[config.mk]
export PLATFORM = sky130hd
export DESIGN_NAME = fsr_ctrl
export DESIGN_NICKNAME = d
export VERILOG_FILES = /design/src/shared/fsr_pkg.sv /design/src/rtl/fsr_ctrl.sv
export SDC_FILE = /design/constraint.sdc
export NUM_CORES = 1
export LEC_CHECK = 0
export BUFFER_PORTS_ARGS = -buffer_cell sky130_fd_sc_hd__buf_2
export CAP_MARGIN = 20
export CORE_MARGIN = 3
export CORE_UTILIZATION = 48
export DETAILED_ROUTE_END_ITERATION = 6
export GPL_TIMING_DRIVEN = 0
export PLACE_DENSITY = 0.89
export SLEW_MARGIN = 20
export SYNTH_ARGS = -nofsm -noshare
export SYNTH_HDL_FRONTEND = slang
export SYNTH_SLANG_ARGS = --single-unit
[constraint.sdc]
create_clock -name clk_i -period 2.4 [get_ports clk_i]
set_input_delay 0.24 -clock clk_i [delete_from_list [all_inputs] [get_ports clk_i]]
set_output_delay 0.24 -clock clk_i [all_outputs]
set_load 0.005 [all_outputs]
[src/shared/fsr_pkg.sv]
// Constants and types for the flash self-program and readback control block.
// Assumes a CPU core on the same clock that reports load and store
// program-memory instructions as one-cycle pulses.
//
// How it works
// [RULE1] Programming commands are refused while an EEPROM write is busy.
// [RULE2] Fuse and lock reads return plain program memory while EEPROM write is busy.
// [RULE3] Software polls EEPROM write-busy before writing the control register.
// [RULE4] Pointer 0x0001 with lock access armed: load within three cycles returns lock bits.
// [RULE5] Lock access disarms on read, or no load in three / store in four cycles.
// [RULE6] Disarmed, a load returns ordinary program memory.
// [RULE7] Lock access armed, pointer 0x0000 returns fuse low byte.
// [RULE8] Lock access armed, pointer 0x0003 returns fuse high byte.
// [RULE9] Pointer 0x0002 returns extended fuse byte; only bits 2..0 defined.
// [RULE10] Programmed bits read zero, unprogrammed read one.
// [RULE11] Signature armed: a load within three cycles returns the addressed signature byte.
// [RULE12] Signature mode disarms on read or after three cycles without load.
// [RULE13] Signature pointers 0x0000, 0x0002, 0x0004 give signature bytes one to three.
// [RULE14] Signature pointer 0x0001 gives the oscillator calibration byte.
// [RULE15] Ten-byte unique serial number readable in the signature row from 0x000E.
// [RULE16] Software ignores reserved signature-row addresses.
// [RULE17] A flash write in progress completes across a system reset.
// [RULE18] Erase, page write and lock write are timed between 3.7 ms and 4.5 ms.
// [RULE19] Software waits for enable bit clear before the next command.
// [RULE20] Software disables interrupts around control write plus store.
// [RULE21] Software re-enables the read-while-write section until busy reads clear.
// [RULE22] A command acts only if the store follows within four cycles.
// [RULE23] Read-while-write busy stays set while that section is erased or written.
// [RULE24] Interrupt stays asserted while enabled and enable bit is clear.
// [RULE25] A command written during an EEPROM write is ignored entirely; the code still takes the interrupt-enable bit from that write.
package fsr_pkg;
  // ****************************************
  // Control register fields
  // ****************************************
  localparam int BIT_ENABLE = 0;
  localparam int BIT_ERASE = 1;
  localparam int BIT_WRITE = 2;
  localparam int BIT_LOCK = 3;
  localparam int BIT_REEN = 4;
  localparam int BIT_SIG = 5;
  localparam int BIT_RWWB = 6;
  localparam int BIT_INTEN = 7;
  localparam logic [7:0] CTRL_RESET = 8'h00;

  // ****************************************
  // Pointer addresses
  // ****************************************
  localparam logic [15:0] Z_FUSE_LOW = 16'h0000;
  localparam logic [15:0] Z_LOCK = 16'h0001;
  localparam logic [15:0] Z_FUSE_EXT = 16'h0002;
  localparam logic [15:0] Z_FUSE_HIGH = 16'h0003;
  localparam logic [15:0] Z_SIG1 = 16'h0000;
  localparam logic [15:0] Z_CAL = 16'h0001;
  localparam logic [15:0] Z_SIG2 = 16'h0002;
  localparam logic [15:0] Z_SIG3 = 16'h0004;
  localparam logic [15:0] Z_SERIAL_FIRST = 16'h000e;
  localparam logic [15:0] Z_SERIAL_LAST = 16'h0018;
  localparam int SERIAL_BYTES = 10;
  localparam logic [7:0] EXT_FUSE_MASK = 8'h07;
  localparam logic [7:0] RESERVED_READ = 8'hff;
  // First byte address of the no-read-while-write section
  localparam logic [15:0] NO_READ_WHILE_WRITE_SECTION_BASE = 16'h1000;

  // ****************************************
  // Timing
  // ****************************************
  localparam logic [2:0] LOAD_WIN = 3'h3;
  localparam logic [2:0] STORE_WIN = 3'h4;
  localparam int CLK_PERIOD_NS = 100;
  localparam int PROG_MIN_NS = 3700000;
  localparam int PROG_MAX_NS = 4500000;
  localparam int PROG_CYCLES = (PROG_MIN_NS + CLK_PERIOD_NS - 1) / CLK_PERIOD_NS;
  localparam int PROG_MAX_CYCLES = PROG_MAX_NS / CLK_PERIOD_NS;

  // ****************************************
  // Types
  // ****************************************
  typedef enum logic [1:0] {
    FSR_IDLE = 2'h0,
    FSR_CMD = 2'h1,
    FSR_LOCK = 2'h3,
    FSR_SIG = 2'h2
  } fsr_mode_t;

  typedef struct packed {
    fsr_mode_t mode;
    logic [2:0] age;
    logic [7:0] cmd;
    logic int_en;
    logic [7:0] load_data;
    logic load_valid;
    logic [7:0] rdata;
    logic irq;
    logic erase;
    logic write;
    logic fill;
    logic lock_wr;
    logic buf_clear;
    logic [15:0] addr;
    logic [15:0] wdata;
  } fsr_ctl_t;

  typedef struct packed {
    logic busy;
    logic [15:0] cnt;
    logic read_while_write_section;
  } fsr_tmr_t;
endpackage

[src/rtl/fsr_ctrl.sv]
// Self-programming control and fuse, lock and signature readback.
// Assumes CPU pulses, pointer and EEPROM busy come from logic on clk_i;
// fuse, lock, calibration and serial values are static nonvolatile levels.
`timescale 1ns/1ps
module fsr_ctrl #(
  parameter int unsigned PROG_CYCLES = fsr_pkg::PROG_CYCLES,
  // Arbitrary neutral signature values
  parameter logic [7:0] SIG_BYTE1 = 8'h11,
  parameter logic [7:0] SIG_BYTE2 = 8'h22,
  parameter logic [7:0] SIG_BYTE3 = 8'h33
) (
  // Clock and resets
  input wire logic clk_i,
  input wire logic resetn_i,
  input wire logic por_resetn_i,
  // Control register access
  input wire logic ctrl_wr_i,
  input wire logic [7:0] ctrl_wdata_i,
  output logic [7:0] ctrl_rdata_o,
  // Program-memory instructions
  input wire logic load_i,
  input wire logic store_i,
  input wire logic [15:0] z_ptr_i,
  input wire logic [15:0] store_data_i,
  input wire logic [7:0] pm_data_i,
  output logic [7:0] load_data_o,
  output logic load_valid_o,
  // EEPROM busy and nonvolatile values
  input wire logic eeprom_write_busy_i,
  input wire logic [7:0] fuse_low_byte_i,
  input wire logic [7:0] fuse_high_byte_i,
  input wire logic [7:0] extended_fuse_byte_i,
  input wire logic [7:0] lock_bits_i,
  input wire logic [7:0] osc_cal_i,
  input wire logic [79:0] serial_number_i,
  // Flash array commands
  output logic page_erase_cmd_o,
  output logic page_write_cmd_o,
  output logic buf_fill_o,
  output logic lock_write_o,
  output logic buf_clear_o,
  output logic [15:0] flash_addr_o,
  output logic [15:0] flash_wdata_o,
  output logic flash_busy_o,
  // Interrupt
  output logic spm_irq_o
);
  import fsr_pkg::*;

  localparam logic [15:0] PROG_LOAD = 16'(PROG_CYCLES - 1);

  fsr_ctl_t ctl_q, ctl_d;
  fsr_tmr_t tmr_q, tmr_d;

  // ****************************************
  // Readback decode
  // ****************************************
  function automatic logic [7:0] fuse_lock_byte(input logic [15:0] z, input logic [7:0] fuse_low_byte,
                                                input logic [7:0] fuse_high_byte, input logic [7:0] efb,
                                                input logic [7:0] lck);
    // Programmed bits are stored as zero, so values pass uninverted; the extended fuse keeps bits 2..0 only
    case (z)
      Z_FUSE_LOW: fuse_lock_byte = fuse_low_byte; // [RULE7] [RULE10]
      Z_LOCK: fuse_lock_byte = lck; // [RULE4] [RULE10]
      Z_FUSE_EXT: fuse_lock_byte = efb & EXT_FUSE_MASK; // [RULE9]
      Z_FUSE_HIGH: fuse_lock_byte = fuse_high_byte; // [RULE8]
      default: fuse_lock_byte = RESERVED_READ;
    endcase
  endfunction

  function automatic logic [7:0] sig_byte(input logic [15:0] z, input logic [7:0] cal,
                                          input logic [79:0] sn);
    logic [15:0] idx;
    idx = z - Z_SERIAL_FIRST;
    sig_byte = RESERVED_READ;
    case (z)
      Z_SIG1: sig_byte = SIG_BYTE1; // [RULE13]
      Z_SIG2: sig_byte = SIG_BYTE2; // [RULE13]
      Z_SIG3: sig_byte = SIG_BYTE3; // [RULE13]
      Z_CAL: sig_byte = cal; // [RULE14]
      default: begin
        // Ten serial bytes from the first serial address upward
        if (z >= Z_SERIAL_FIRST && idx < 16'(SERIAL_BYTES)) begin
          sig_byte = sn[idx[3:0]*8 +: 8]; // [RULE15]
        end
      end
    endcase
  endfunction

  // ****************************************
  // Next state
  // ****************************************
  always_comb begin
    logic start;
    logic in_rww;
    logic en_bit;
    start = 1'b0;
    en_bit = 1'b0;
    in_rww = (z_ptr_i < NO_READ_WHILE_WRITE_SECTION_BASE);
    ctl_d = ctl_q;
    tmr_d = tmr_q;
    ctl_d.erase = 1'b0;
    ctl_d.write = 1'b0;
    ctl_d.fill = 1'b0;
    ctl_d.lock_wr = 1'b0;
    ctl_d.buf_clear = 1'b0;
    ctl_d.load_valid = 1'b0;
    ctl_d.age = ctl_q.age + 3'h1;

    // Armed modes run out on their own
    case (ctl_q.mode)
      FSR_IDLE: ctl_d.age = 3'h0;
      FSR_CMD: begin
        if (store_i) begin
          ctl_d.mode = FSR_IDLE; // [RULE22]
          ctl_d.addr = z_ptr_i;
          ctl_d.wdata = store_data_i;
          if (ctl_q.cmd[BIT_ERASE]) begin
            ctl_d.erase = 1'b1;
            start = 1'b1;
            tmr_d.read_while_write_section = tmr_q.read_while_write_section | in_rww; // [RULE23]
          end else if (ctl_q.cmd[BIT_WRITE]) begin
            ctl_d.write = 1'b1;
            start = 1'b1;
            tmr_d.read_while_write_section = tmr_q.read_while_write_section | in_rww; // [RULE23]
          end else if (ctl_q.cmd[BIT_REEN]) begin
            ctl_d.buf_clear = 1'b1;
            if (!tmr_q.busy) begin
              tmr_d.read_while_write_section = 1'b0;
            end
          end else begin
            ctl_d.fill = 1'b1;
          end
        end else if (ctl_q.age == STORE_WIN - 3'h1) begin
          ctl_d.mode = FSR_IDLE; // [RULE22]
        end
      end
      FSR_LOCK: begin
        if (store_i) begin
          ctl_d.mode = FSR_IDLE; // [RULE5]
          ctl_d.lock_wr = 1'b1;
          ctl_d.wdata = store_data_i;
          ctl_d.addr = z_ptr_i;
          start = 1'b1;
        end else if (load_i && ctl_q.age < LOAD_WIN) begin
          ctl_d.mode = FSR_IDLE; // [RULE5]
        end else if (ctl_q.age == STORE_WIN - 3'h1) begin
          ctl_d.mode = FSR_IDLE; // [RULE5]
        end
      end
      FSR_SIG: begin
        if (load_i || ctl_q.age == LOAD_WIN - 3'h1) begin
          ctl_d.mode = FSR_IDLE; // [RULE12]
        end
      end
      default: ctl_d.mode = FSR_IDLE;
    endcase

    // Load readback; a late load in an armed mode sees plain memory
    if (load_i) begin
      ctl_d.load_valid = 1'b1;
      ctl_d.load_data = pm_data_i; // [RULE6]
      if (ctl_q.mode == FSR_LOCK && ctl_q.age < LOAD_WIN && !eeprom_write_busy_i) begin // [RULE2]
        ctl_d.load_data = fuse_lock_byte(z_ptr_i, fuse_low_byte_i, fuse_high_byte_i,
                                         extended_fuse_byte_i, lock_bits_i); // [RULE4]
      end else if (ctl_q.mode == FSR_SIG && ctl_q.age < LOAD_WIN) begin
        ctl_d.load_data = sig_byte(z_ptr_i, osc_cal_i, serial_number_i); // [RULE11]
      end
    end

    // Control writes; programming commands need an idle flash and EEPROM
    if (ctrl_wr_i) begin
      ctl_d.int_en = ctrl_wdata_i[BIT_INTEN];
      en_bit = ctrl_wdata_i[BIT_ENABLE];
      if (en_bit && !eeprom_write_busy_i && !tmr_q.busy) begin // [RULE1] [RULE25]
        ctl_d.cmd = ctrl_wdata_i;
        ctl_d.age = 3'h0;
        if (ctrl_wdata_i[BIT_SIG]) begin
          ctl_d.mode = FSR_SIG; // [RULE11]
        end else if (ctrl_wdata_i[BIT_LOCK]) begin
          ctl_d.mode = FSR_LOCK; // [RULE4]
        end else begin
          ctl_d.mode = FSR_CMD;
        end
      end
    end

    // Programming timer survives system reset
    if (start) begin
      tmr_d.busy = 1'b1; // [RULE18]
      tmr_d.cnt = PROG_LOAD;
    end else if (tmr_q.busy) begin
      if (tmr_q.cnt == 16'h0000) begin
        tmr_d.busy = 1'b0;
      end else begin
        tmr_d.cnt = tmr_q.cnt - 16'h0001;
      end
    end

    // Enable bit stays set until the timed operation is over
    ctl_d.rdata = 8'h00;
    ctl_d.rdata[BIT_ENABLE] = (ctl_d.mode != FSR_IDLE) || tmr_d.busy;
    ctl_d.rdata[BIT_ERASE] = (ctl_d.mode == FSR_CMD) && ctl_d.cmd[BIT_ERASE];
    ctl_d.rdata[BIT_WRITE] = (ctl_d.mode == FSR_CMD) && ctl_d.cmd[BIT_WRITE];
    ctl_d.rdata[BIT_LOCK] = (ctl_d.mode == FSR_LOCK);
    ctl_d.rdata[BIT_REEN] = (ctl_d.mode == FSR_CMD) && ctl_d.cmd[BIT_REEN];
    ctl_d.rdata[BIT_SIG] = (ctl_d.mode == FSR_SIG);
    ctl_d.rdata[BIT_RWWB] = tmr_d.read_while_write_section; // [RULE23]
    ctl_d.rdata[BIT_INTEN] = ctl_d.int_en;
    ctl_d.irq = ctl_d.int_en && !ctl_d.rdata[BIT_ENABLE]; // [RULE24]
  end

  // ****************************************
  // State registers
  // ****************************************
  always_ff @(posedge clk_i or negedge resetn_i) begin
    if (!resetn_i) begin
      ctl_q <= '0;
    end else begin
      ctl_q <= ctl_d;
    end
  end

  // Only power-on clears the timer, so a reset cannot cut a write short
  always_ff @(posedge clk_i or negedge por_resetn_i) begin
    if (!por_resetn_i) begin
      tmr_q <= '0;
    end else begin
      tmr_q <= tmr_d; // [RULE17]
    end
  end

  assign ctrl_rdata_o = ctl_q.rdata;
  assign load_data_o = ctl_q.load_data;
  assign load_valid_o = ctl_q.load_valid;
  assign page_erase_cmd_o = ctl_q.erase;
  assign page_write_cmd_o = ctl_q.write;
  assign buf_fill_o = ctl_q.fill;
  assign lock_write_o = ctl_q.lock_wr;
  assign buf_clear_o = ctl_q.buf_clear;
  assign flash_addr_o = ctl_q.addr;
  assign flash_wdata_o = ctl_q.wdata;
  assign flash_busy_o = tmr_q.busy;
  assign spm_irq_o = ctl_q.irq;

  // ****************************************
  // Checks
  // ****************************************
  chk_ee_blocks_cmd: assert property (@(posedge clk_i) disable iff (!resetn_i) // [RULE1]
    ctl_q.mode == FSR_IDLE && ctrl_wr_i && eeprom_write_busy_i |=> ctl_q.mode == FSR_IDLE)
    else $error("command accepted during EEPROM write");
  chk_ee_blocks_fuse: assert property (@(posedge clk_i) disable iff (!resetn_i) // [RULE2]
    load_i && eeprom_write_busy_i && ctl_q.mode == FSR_LOCK |=> load_data_o == $past(pm_data_i))
    else $error("fuse read during EEPROM write");
  chk_lock_read: assert property (@(posedge clk_i) disable iff (!resetn_i) // [RULE4]
    ctl_q.mode == FSR_LOCK && ctl_q.age < 3'h3 && load_i && !eeprom_write_busy_i && z_ptr_i == 16'h0001
    |=> load_valid_o && load_data_o == $past(lock_bits_i) && ctl_q.mode == FSR_IDLE)
    else $error("lock bits not returned");
  chk_lock_expiry: assert property (@(posedge clk_i) disable iff (!resetn_i) // [RULE5]
    ctrl_wr_i && ctrl_wdata_i == 8'h09 && !eeprom_write_busy_i && !tmr_q.busy
    ##1 (!store_i && !load_i && !ctrl_wr_i) [*4] |=> ctl_q.mode == FSR_IDLE)
    else $error("lock access did not expire after four cycles");
  chk_plain_load: assert property (@(posedge clk_i) disable iff (!resetn_i) // [RULE6]
    ctl_q.mode == FSR_IDLE && load_i |=> load_data_o == $past(pm_data_i))
    else $error("disarmed load not from program memory");
  chk_sig_expiry: assert property (@(posedge clk_i) disable iff (!resetn_i) // [RULE12]
    ctl_q.mode == FSR_SIG && ctl_q.age == 3'h2 && !ctrl_wr_i |=> ctl_q.mode == FSR_IDLE)
    else $error("signature mode did not expire");
  chk_sig_calib: assert property (@(posedge clk_i) disable iff (!resetn_i) // [RULE14]
    ctl_q.mode == FSR_SIG && ctl_q.age < 3'h3 && load_i && z_ptr_i == 16'h0001
    |=> load_data_o == $past(osc_cal_i))
    else $error("calibration byte not returned");
  chk_prog_time: assert property (@(posedge clk_i) disable iff (!por_resetn_i) // [RULE18]
    $rose(tmr_q.busy) |-> tmr_q.cnt == PROG_LOAD && PROG_CYCLES >= 37000 && PROG_CYCLES <= 45000)
    else $error("programming time out of range");
  chk_rww_hold: assert property (@(posedge clk_i) disable iff (!por_resetn_i) // [RULE23]
    tmr_q.busy && tmr_q.read_while_write_section |=> tmr_q.read_while_write_section)
    else $error("read-while-write busy dropped during operation");
  chk_irq_level: assert property (@(posedge clk_i) disable iff (!resetn_i) // [RULE24]
    ctl_q.int_en && ctl_q.mode == FSR_IDLE && !tmr_q.busy |-> spm_irq_o)
    else $error("interrupt not asserted while enable clear");
endmodule

==> implementation parameters, run 1 <==
Parameter                              Value

STA
  Max Clk Rate ... roughly 0.43 GHz
  Final setup fails ... 0
  Slew at the pin closest to its max-slew limit ... 0.7939 ns
  Final hold violations ... 0
  Setup Total Neg Slack ... 0 ns
  Worst slew margin relative to its limit ... a little under half
  Unrepaired setup endpoints after global routing ... true
  Min cycle time layout ... 2.320 ns
  Max-slew violation total from the final report ... 0
  Final Cycle Share ... 96.68%
  Post-route clock skew ... 0.007333 ns

Critical path
  Logic depth of the worst register-to-register path ... 7
  Origin of the critical flop-to-flop path ... tmr_q[11]
  Longest individual stage delay on the worst path ... 0.63 ns
  Worst R2R End ... tmr_q[11]
  Path type of the worst setup path ... input pin to register
  Kind of start point of the critical path ... input pin
  Chain of cells forming the critical path ... buf_2 > or4_1 > or4_4 > buf_6 > a211oi_1 > nor3_1 > o21ai_0 > o211a_1
  Critical path depth ... 8
  Largest driver fanout on the critical path ... 7
  Endpoint kind of the worst setup timing path ... register
  Required time of the critical path ... around 2.7 ns
  CP max stage cell ... sky130_fd_sc_hd__or4_1
  Flop2flop setup slack ... 0.10 ns
  Number of buffer and inverter stages on the critical path ... 2
  Arrival time reported for the critical path endpoint ... between 2 and 3 ns
  Cell family contributing the most delay on the critical path ... simple AND/OR/NAND/NOR gates

Placement
  Routability Congestion ... around 0.93
  Post-Place Cell Area ... 6325 µm²
  # port buffers ... 223
  Half-perimeter wire length of the detailed placement result ... about 13 mm

Min path
  Number of cells on the worst hold path ... 1
  Endpoint of the worst hold path ... load_valid_o
  Type of the most critical hold path ... input pin to register
  Beginning of the worst hold path ... load_i

Floorplanning
  Total Die Area ... 11760 µm²
  Die extent in x ... roughly 110 µm
  Die H ... between 100 and 150 µm
  Starting Density ... 50.40%
  CORE AREA ... 10000 µm²
  Number of placement rows ... 36
  Io pins ... ~230

Detailed routing
  Routed Antenna Nets ... 0
  Total DRC errors in the routed layout ... 0
  First-pass detailed-route iteration total ... 5
  Detailed router's first-iteration violation count ... around 300
  Mean routed wirelength per cell ... approximately 19 µm
  DR vias/cell ... 5.677
  Total detailed-routing wirelength ... 16.41 mm
  Detailed-route via count ... 4939

Power and ir drop
  Max rail drop VDD ... between 300 and 400 µV
  Leakage power total ... 3.357 nW
  Power per unit of standard cell area ... 483.4 nW/µm²

Clocking
  Clock tree root driver cell ... sky130_fd_sc_hd__clkbuf_8
  Sink count of the clock tree ... just over 80
  Level count of the clock H-tree ... 3
  Inserted Clock Buffers ... 9
  Clock-pin transition on the worst setup and hold timing paths ... roughly 0.08 ns
  Clk buf depth ... 2
  Worst-skew pair later-pin latency ... ~0.35 ns
  Clock tree from TritonCTS ... yes

Synth
  Top post-synthesis cells by count ... sky130_fd_sc_hd__dfrtp_1 (81), sky130_fd_sc_hd__buf_4 (48), sky130_fd_sc_hd__mux2_2 (37), sky130_fd_sc_hd__nor2_1 (37), sky130_fd_sc_hd__nand2_1 (31)
  Post-synth EDFFs ... 0
  Share of the synthesized area in compound gates (AO/OA/AOI/OAI) ... between 10% and 20%
  Dominant combinational cell family by area after synthesis ... multiplexers
  Adder-cell area share of the yosys netlist ... roughly 1.2%
  Share of synthesized area spent on multiplexers ... between 10% and 20%
  Post-synth ARST share ... 100.0%
  Cell types with the largest area share after synthesis ... sky130_fd_sc_hd__dfrtp_1 (40%), sky130_fd_sc_hd__mux2_2 (8.3%), sky130_fd_sc_hd__buf_4 (7.1%)
  Net count after synthesis ... between 600 and 700
  Simple-gate share of the synthesized area ... around 17%
  Xor and xnor area share after synthesis ... 2.781%
  Number of storage elements in the synthesis netlist ... 81
  Unique masters post-synth ... 68
  Most area-hungry cell type in the Yosys netlist ... sky130_fd_sc_hd__dfrtp_1
  Cell area after synthesis ... 5040 µm²
  Synth Area per Inst ... approximately 10 µm²
  Share of the yosys chip area belonging to registers ... 40.22%
  Leading register cell type out of synthesis ... sky130_fd_sc_hd__dfrtp_1
  Cells after Synth ... 491
  Area share of the leading cell type in the synthesized netlist ... 40.22%
  Most common cell in the synthesized netlist ... sky130_fd_sc_hd__dfrtp_1
  Synth warn ... 0

Global routing
  Tot GR Track Use ... 27.36%
  Via count of the first global-routing pass ... about 4800
  Congestion Overflow GR ... 0
  Number of antenna violations at the first check in global routing ... 0
  First-pass GRT wire length ... 24.88 mm
  Maximum number of pins on one net before global-route repair ... 64

Final layout
  Fraction of layout cells with a size suffix above 1 ... 50.88%
  Design area ... 6674 µm²
  Net count reported at finish ... 913
  Area Overhead vs Synth ... 32.42%
  Antenna fix cells ... 0
  Final Core Density ... 66.74%

Flow run
  Count of max-cap constraint violations ... 0

Run status
  Run status ... completed
==> layer usage <==
layer | vias to the layer above | global-route usage (%) | part of all wire, %
met3 | 36 | 6.209 | 9.1
met1 | 2413 | 35.61 | 39
li1 | 2226 | - | -
met2 | 264 | 46.07 | 50
met5 | - | 0 | 0
met4 | 0 | 7.304 | 1.8
==> final cells by class <==
cell class / instances / area, µm²
Buffer: 73 / 466.7
Clock buffer: 10 / 137.6
Clock inverter: 5 / 62.56
Fill cell: 816 / 3326
Inverter: 9 / 33.78
Multi-Input combinational cell: 328 / 2596
Sequential cell: 81 / 2027
Tap cell: 133 / 166.4
Timing Repair Buffer: 231 / 1184
==> how the worst max path moves through the flow <==
stage / from / to
final: z_ptr_i[8] / load_data_o[4]
after global routing: tmr_q[11] / tmr_q[11]
after CTS: tmr_q[12] / tmr_q[16]
after detailed placement: z_ptr_i[12] / load_data_o[1]
after global placement: z_ptr_i[12] / load_data_o[1]
after floorplan: z_ptr_i[8] / load_data_o[0]
==> what timing repair did <==
item	CTS	global route
gates resized for setup	5	12
buffers inserted	4	2
pin swaps	2	2
endpoints found under the setup margin	8	19
endpoints found under the hold margin	32	0
hold buffers	2	0
==> report_power, final <==
group,switching [mW],internal (mW)
Clock,0.508,0.511
Sequential,0.0779,1.45
Combinational,0.343,0.340
==> logic make-up after synthesis <==
group           after synthesis
simple gates                164
buf+inv                      82
xor+xnor                     16
compound gates               77
mux                          66
fa+ha+maj                     5
flops                        81
==> flip-flops by register name (all words and copies together), names as in the netlist <==
name,flops
page_erase_cmd_o,1
ctrl_rdata_o,7
flash_busy_o,1
ctl_q,9
page_write_cmd_o,1
spm_irq_o,1
load_valid_o,1
load_data_o,8
lock_write_o,1
buf_clear_o,1
tmr_q,17
flash_addr_o,16
flash_wdata_o,16
buf_fill_o,1
==> through the flow <==
| step | cells | setup slack [ns] | total power [mW] | hold slack, ns |
|---|---|---|---|---|
| global placement | 847 | -0.4802 | 2.155 | 0.1815 |
| finish | 870 | 0.07971 | 3.226 | 0.1104 |
| detailed placement | 847 | -0.4182 | 2.193 | 0.1878 |
| CTS | 868 | 0.01545 | 3.223 | 0.09450 |
| global route | 870 | -0.05744 | 3.383 | 0.09557 |
| floorplan | 491 | 0.07012 | 1.883 | -0.05559 |
==> cells in the final DEF (no fill, tap or decap), types with 7 or more instances in the layout <==
cell / netlist / layout
sky130_fd_sc_hd__a31oi_1: 9 / 9
sky130_fd_sc_hd__dfrtp_1: 81 / 81
sky130_fd_sc_hd__o21ai_0: 15 / 15
sky130_fd_sc_hd__clkbuf_1: 18 / 17
sky130_fd_sc_hd__xnor2_1: 10 / 9
sky130_fd_sc_hd__buf_4: 48 / 55
sky130_fd_sc_hd__clkbuf_8: 0 / 10
sky130_fd_sc_hd__o211ai_1: 10 / 10
sky130_fd_sc_hd__nor3_1: 24 / 24
sky130_fd_sc_hd__buf_2: 2 / 224
sky130_fd_sc_hd__mux4_2: 16 / 16
sky130_fd_sc_hd__mux2_2: 37 / 37
sky130_fd_sc_hd__inv_1: 8 / 8
sky130_fd_sc_hd__mux2i_1: 13 / 12
sky130_fd_sc_hd__nor2b_1: 7 / 7
sky130_fd_sc_hd__nor2_1: 37 / 37
sky130_fd_sc_hd__nand2_1: 31 / 31
sky130_fd_sc_hd__nand3_1: 15 / 15
sky130_fd_sc_hd__a21oi_1: 15 / 15
Power figures use the tool's default switching activity.
==> inputs of run 2 (changes only) <==
==> constraint.sdc (replaced) <==
create_clock -name clk_i -period 2.4 [get_ports clk_i]
set_input_delay 0.48 -clock clk_i [delete_from_list [all_inputs] [get_ports clk_i]]
set_output_delay 0.48 -clock clk_i [all_outputs]
set_load 0.005 [all_outputs]
==> implementation parameters, run 2 (synthesis gave the netlist of run 1 again) <==
Parameter                              Value

Final layout
  Antenna fix cells ... 0
  Fraction of layout cells with a size suffix above 1 ... 51.64%
  Area Overhead vs Synth ... 32.75%
  Number of flip-flops in the largest register ... 17
  Net count reported at finish ... 908
  Final Core Density ... about two thirds
  Most frequent cells in the layout ... sky130_fd_sc_hd__buf_2 (220), sky130_fd_sc_hd__dfrtp_1 (81), sky130_fd_sc_hd__buf_4 (54), sky130_fd_sc_hd__nor2_1 (37), sky130_fd_sc_hd__mux2_2 (37)
  Design area ... 6690 µm²
  Top reg by flops ... tmr_q
  Most frequent standard cell in the layout excluding fill and tap cells ... sky130_fd_sc_hd__buf_2

Critical path
  Largest driver fanout on the critical path ... 7
  Critical path capture point ... load_data_o[6]
  Arrival time reported for the critical path endpoint ... around 2.6 ns
  Endpoint kind of the worst setup timing path ... register
  Kind of start point of the critical path ... input pin
  Required time of the critical path ... 2.63 ns
  Path type of the worst setup path ... input pin to register
  Origin of the critical flop-to-flop path ... ctl_q[64]
  Startpoint of the worst setup timing path ... z_ptr_i[6]
  Worst R2R End ... load_data_o[6]
  Flop2flop setup slack ... 0.09 ns
  Logic depth of the worst register-to-register path ... 6

Floorplanning
  Total Die Area ... around 12000 µm²
  Number of placement rows ... 36
  CORE AREA ... about 10000 µm²
  Die extent in x ... 108.5 µm
  Die H ... between 100 and 150 µm
  Starting Density ... about half
  Io pins ... 231

Global routing
  Number of antenna violations at the first check in global routing ... 0
  Tot GR Track Use ... 26.49%
  First-pass GRT wire length ... 23.96 mm
  Maximum number of pins on one net before global-route repair ... 64
  Via count of the first global-routing pass ... 4781
  Congestion Overflow GR ... 0

STA
  Min cycle time layout ... 2.350 ns
  Max Clk Rate ... 0.4255 GHz
  Final hold violations ... 0
  Slew at the pin closest to its max-slew limit ... 0.8197 ns
  Final setup fails ... 0
  Unrepaired setup endpoints after global routing ... true
  Max-slew violation total from the final report ... 0
  Final Cycle Share ... 97.93%
  Post-route clock skew ... 0.009995 ns
  Worst slew margin relative to its limit ... 45.35%

Placement
  Half-perimeter wire length of the detailed placement result ... 12.90 mm
  Routability Congestion ... 0.9307
  # port buffers ... 223
  Post-Place Cell Area ... roughly 6300 µm²

Min path
  Type of the most critical hold path ... input pin to async pin

Clocking
  Level count of the clock H-tree ... 3
  Clock-pin transition on the worst setup and hold timing paths ... about 0.08 ns
  Worst-skew pair later-pin latency ... 0.35 ns
  Clk buf depth ... 2
  Inserted Clock Buffers ... 9
  Clock tree from TritonCTS ... yes
  CTS Hold Bufs ... 0
  Clock tree root driver cell ... sky130_fd_sc_hd__clkbuf_8
  Sink count of the clock tree ... 81

Detailed routing
  Mean routed wirelength per cell ... 18.79 µm
  Detailed router's first-iteration violation count ... between 300 and 400
  Total DRC errors in the routed layout ... 0
  First-pass detailed-route iteration total ... 5
  Routed Antenna Nets ... 0
  Total detailed-routing wirelength ... 16.25 mm
  Detailed-route via count ... 4881
  DR vias/cell ... 5.643

Run status
  Run status ... completed

Power and ir drop
  Max rail drop VDD ... 466.8 µV
  Power per unit of standard cell area ... 492.2 nW/µm²
  Leakage power total ... around 3.4 nW

Flow run
  Count of max-cap constraint violations ... 0
run 2: changes by cell type in the layout (fill, tap and decap cells not counted), sizes merged:
cell | previous run | this run
clkbuf | 29 | 28
inv | 10 | 9
bufinv | 1 | 2
clkinvlp | 2 | 0
buf | 283 | 281
dlygate4sd3 | 2 | 0
clkinv | 1 | 3
run 2: stage by stage:
step / instances / hold slack [ns] / setup TNS (ns) / worst slack (ns) / power (mW)
floorplan: 491 / 0.1844 / -0.05448 / -0.03040 / 1.884
global placement: 847 / 0.4190 / -3.395 / -0.4880 / 2.157
detailed placement: 847 / 0.4349 / -4.077 / -0.5450 / 2.188
CTS: 863 / 0.04689 / 0 / 0.005825 / 3.298
global route: 865 / 0.06526 / -0.01019 / -0.01019 / 3.446
finish: 865 / 0.04663 / 0 / 0.04977 / 3.293
run 2: area by class of cell:
class	instances	area, µm²
repair buffers	228	1185
plain buffers	71	456.7
multi-input cells	328	2605
fillers	796	3309
clock inverters	5	78.83
inverters	9	33.78
well taps	133	166.4
clock buffers	10	137.6
flip-flops and latches	81	2027
run 2: report_power, final:
part | total [mW] | switching, mW | internal (mW)
Combinational | 0.677 | 0.331 | 0.345
Sequential | 1.52 | 0.0702 | 1.45
Clock | 1.10 | 0.491 | 0.609
run 2: layer usage:
metal | vias to the layer above | part of all wire, % | wire, µm | global-route usage, %
met5 | - | 0 | 0 | 0
li1 | 2216 | - | - | -
met1 | 2389 | 40 | 6555 | 35.64
met3 | 19 | 8.9 | 1448 | 6.448
met2 | 257 | 49 | 8026 | 43.12
met4 | 0 | 1.4 | 223 | 6.763
run 2: worst min path at each step:
stage,endpoint,slack [ns],depth (start not counted)
6_report,tmr_q[3],0.05,1
5_1_grt,tmr_q[8],0.07,1
4_1_cts,tmr_q[0],0.05,1
3_5_place_dp,tmr_q[14],0.43,1
3_3_place_gp,tmr_q[15],0.42,1
2_1_floorplan,buf_clear_o,0.18,0
run 2: what timing repair did:
item / in CTS / in global routing
gates resized for setup: 7 / 24
endpoints found under the setup margin: 13 / 19
pin swaps: 2 / 12
buffers inserted: 1 / 4
run 2: critical path, stage by stage:
cell and delay (ns):
sky130_fd_sc_hd__buf_8 0.10, sky130_fd_sc_hd__or4_4 0.56, sky130_fd_sc_hd__or4_4 0.57, sky130_fd_sc_hd__nor3_4 0.32
sky130_fd_sc_hd__o211ai_1 0.25, sky130_fd_sc_hd__o211ai_1 0.18, sky130_fd_sc_hd__o211ai_1 0.11
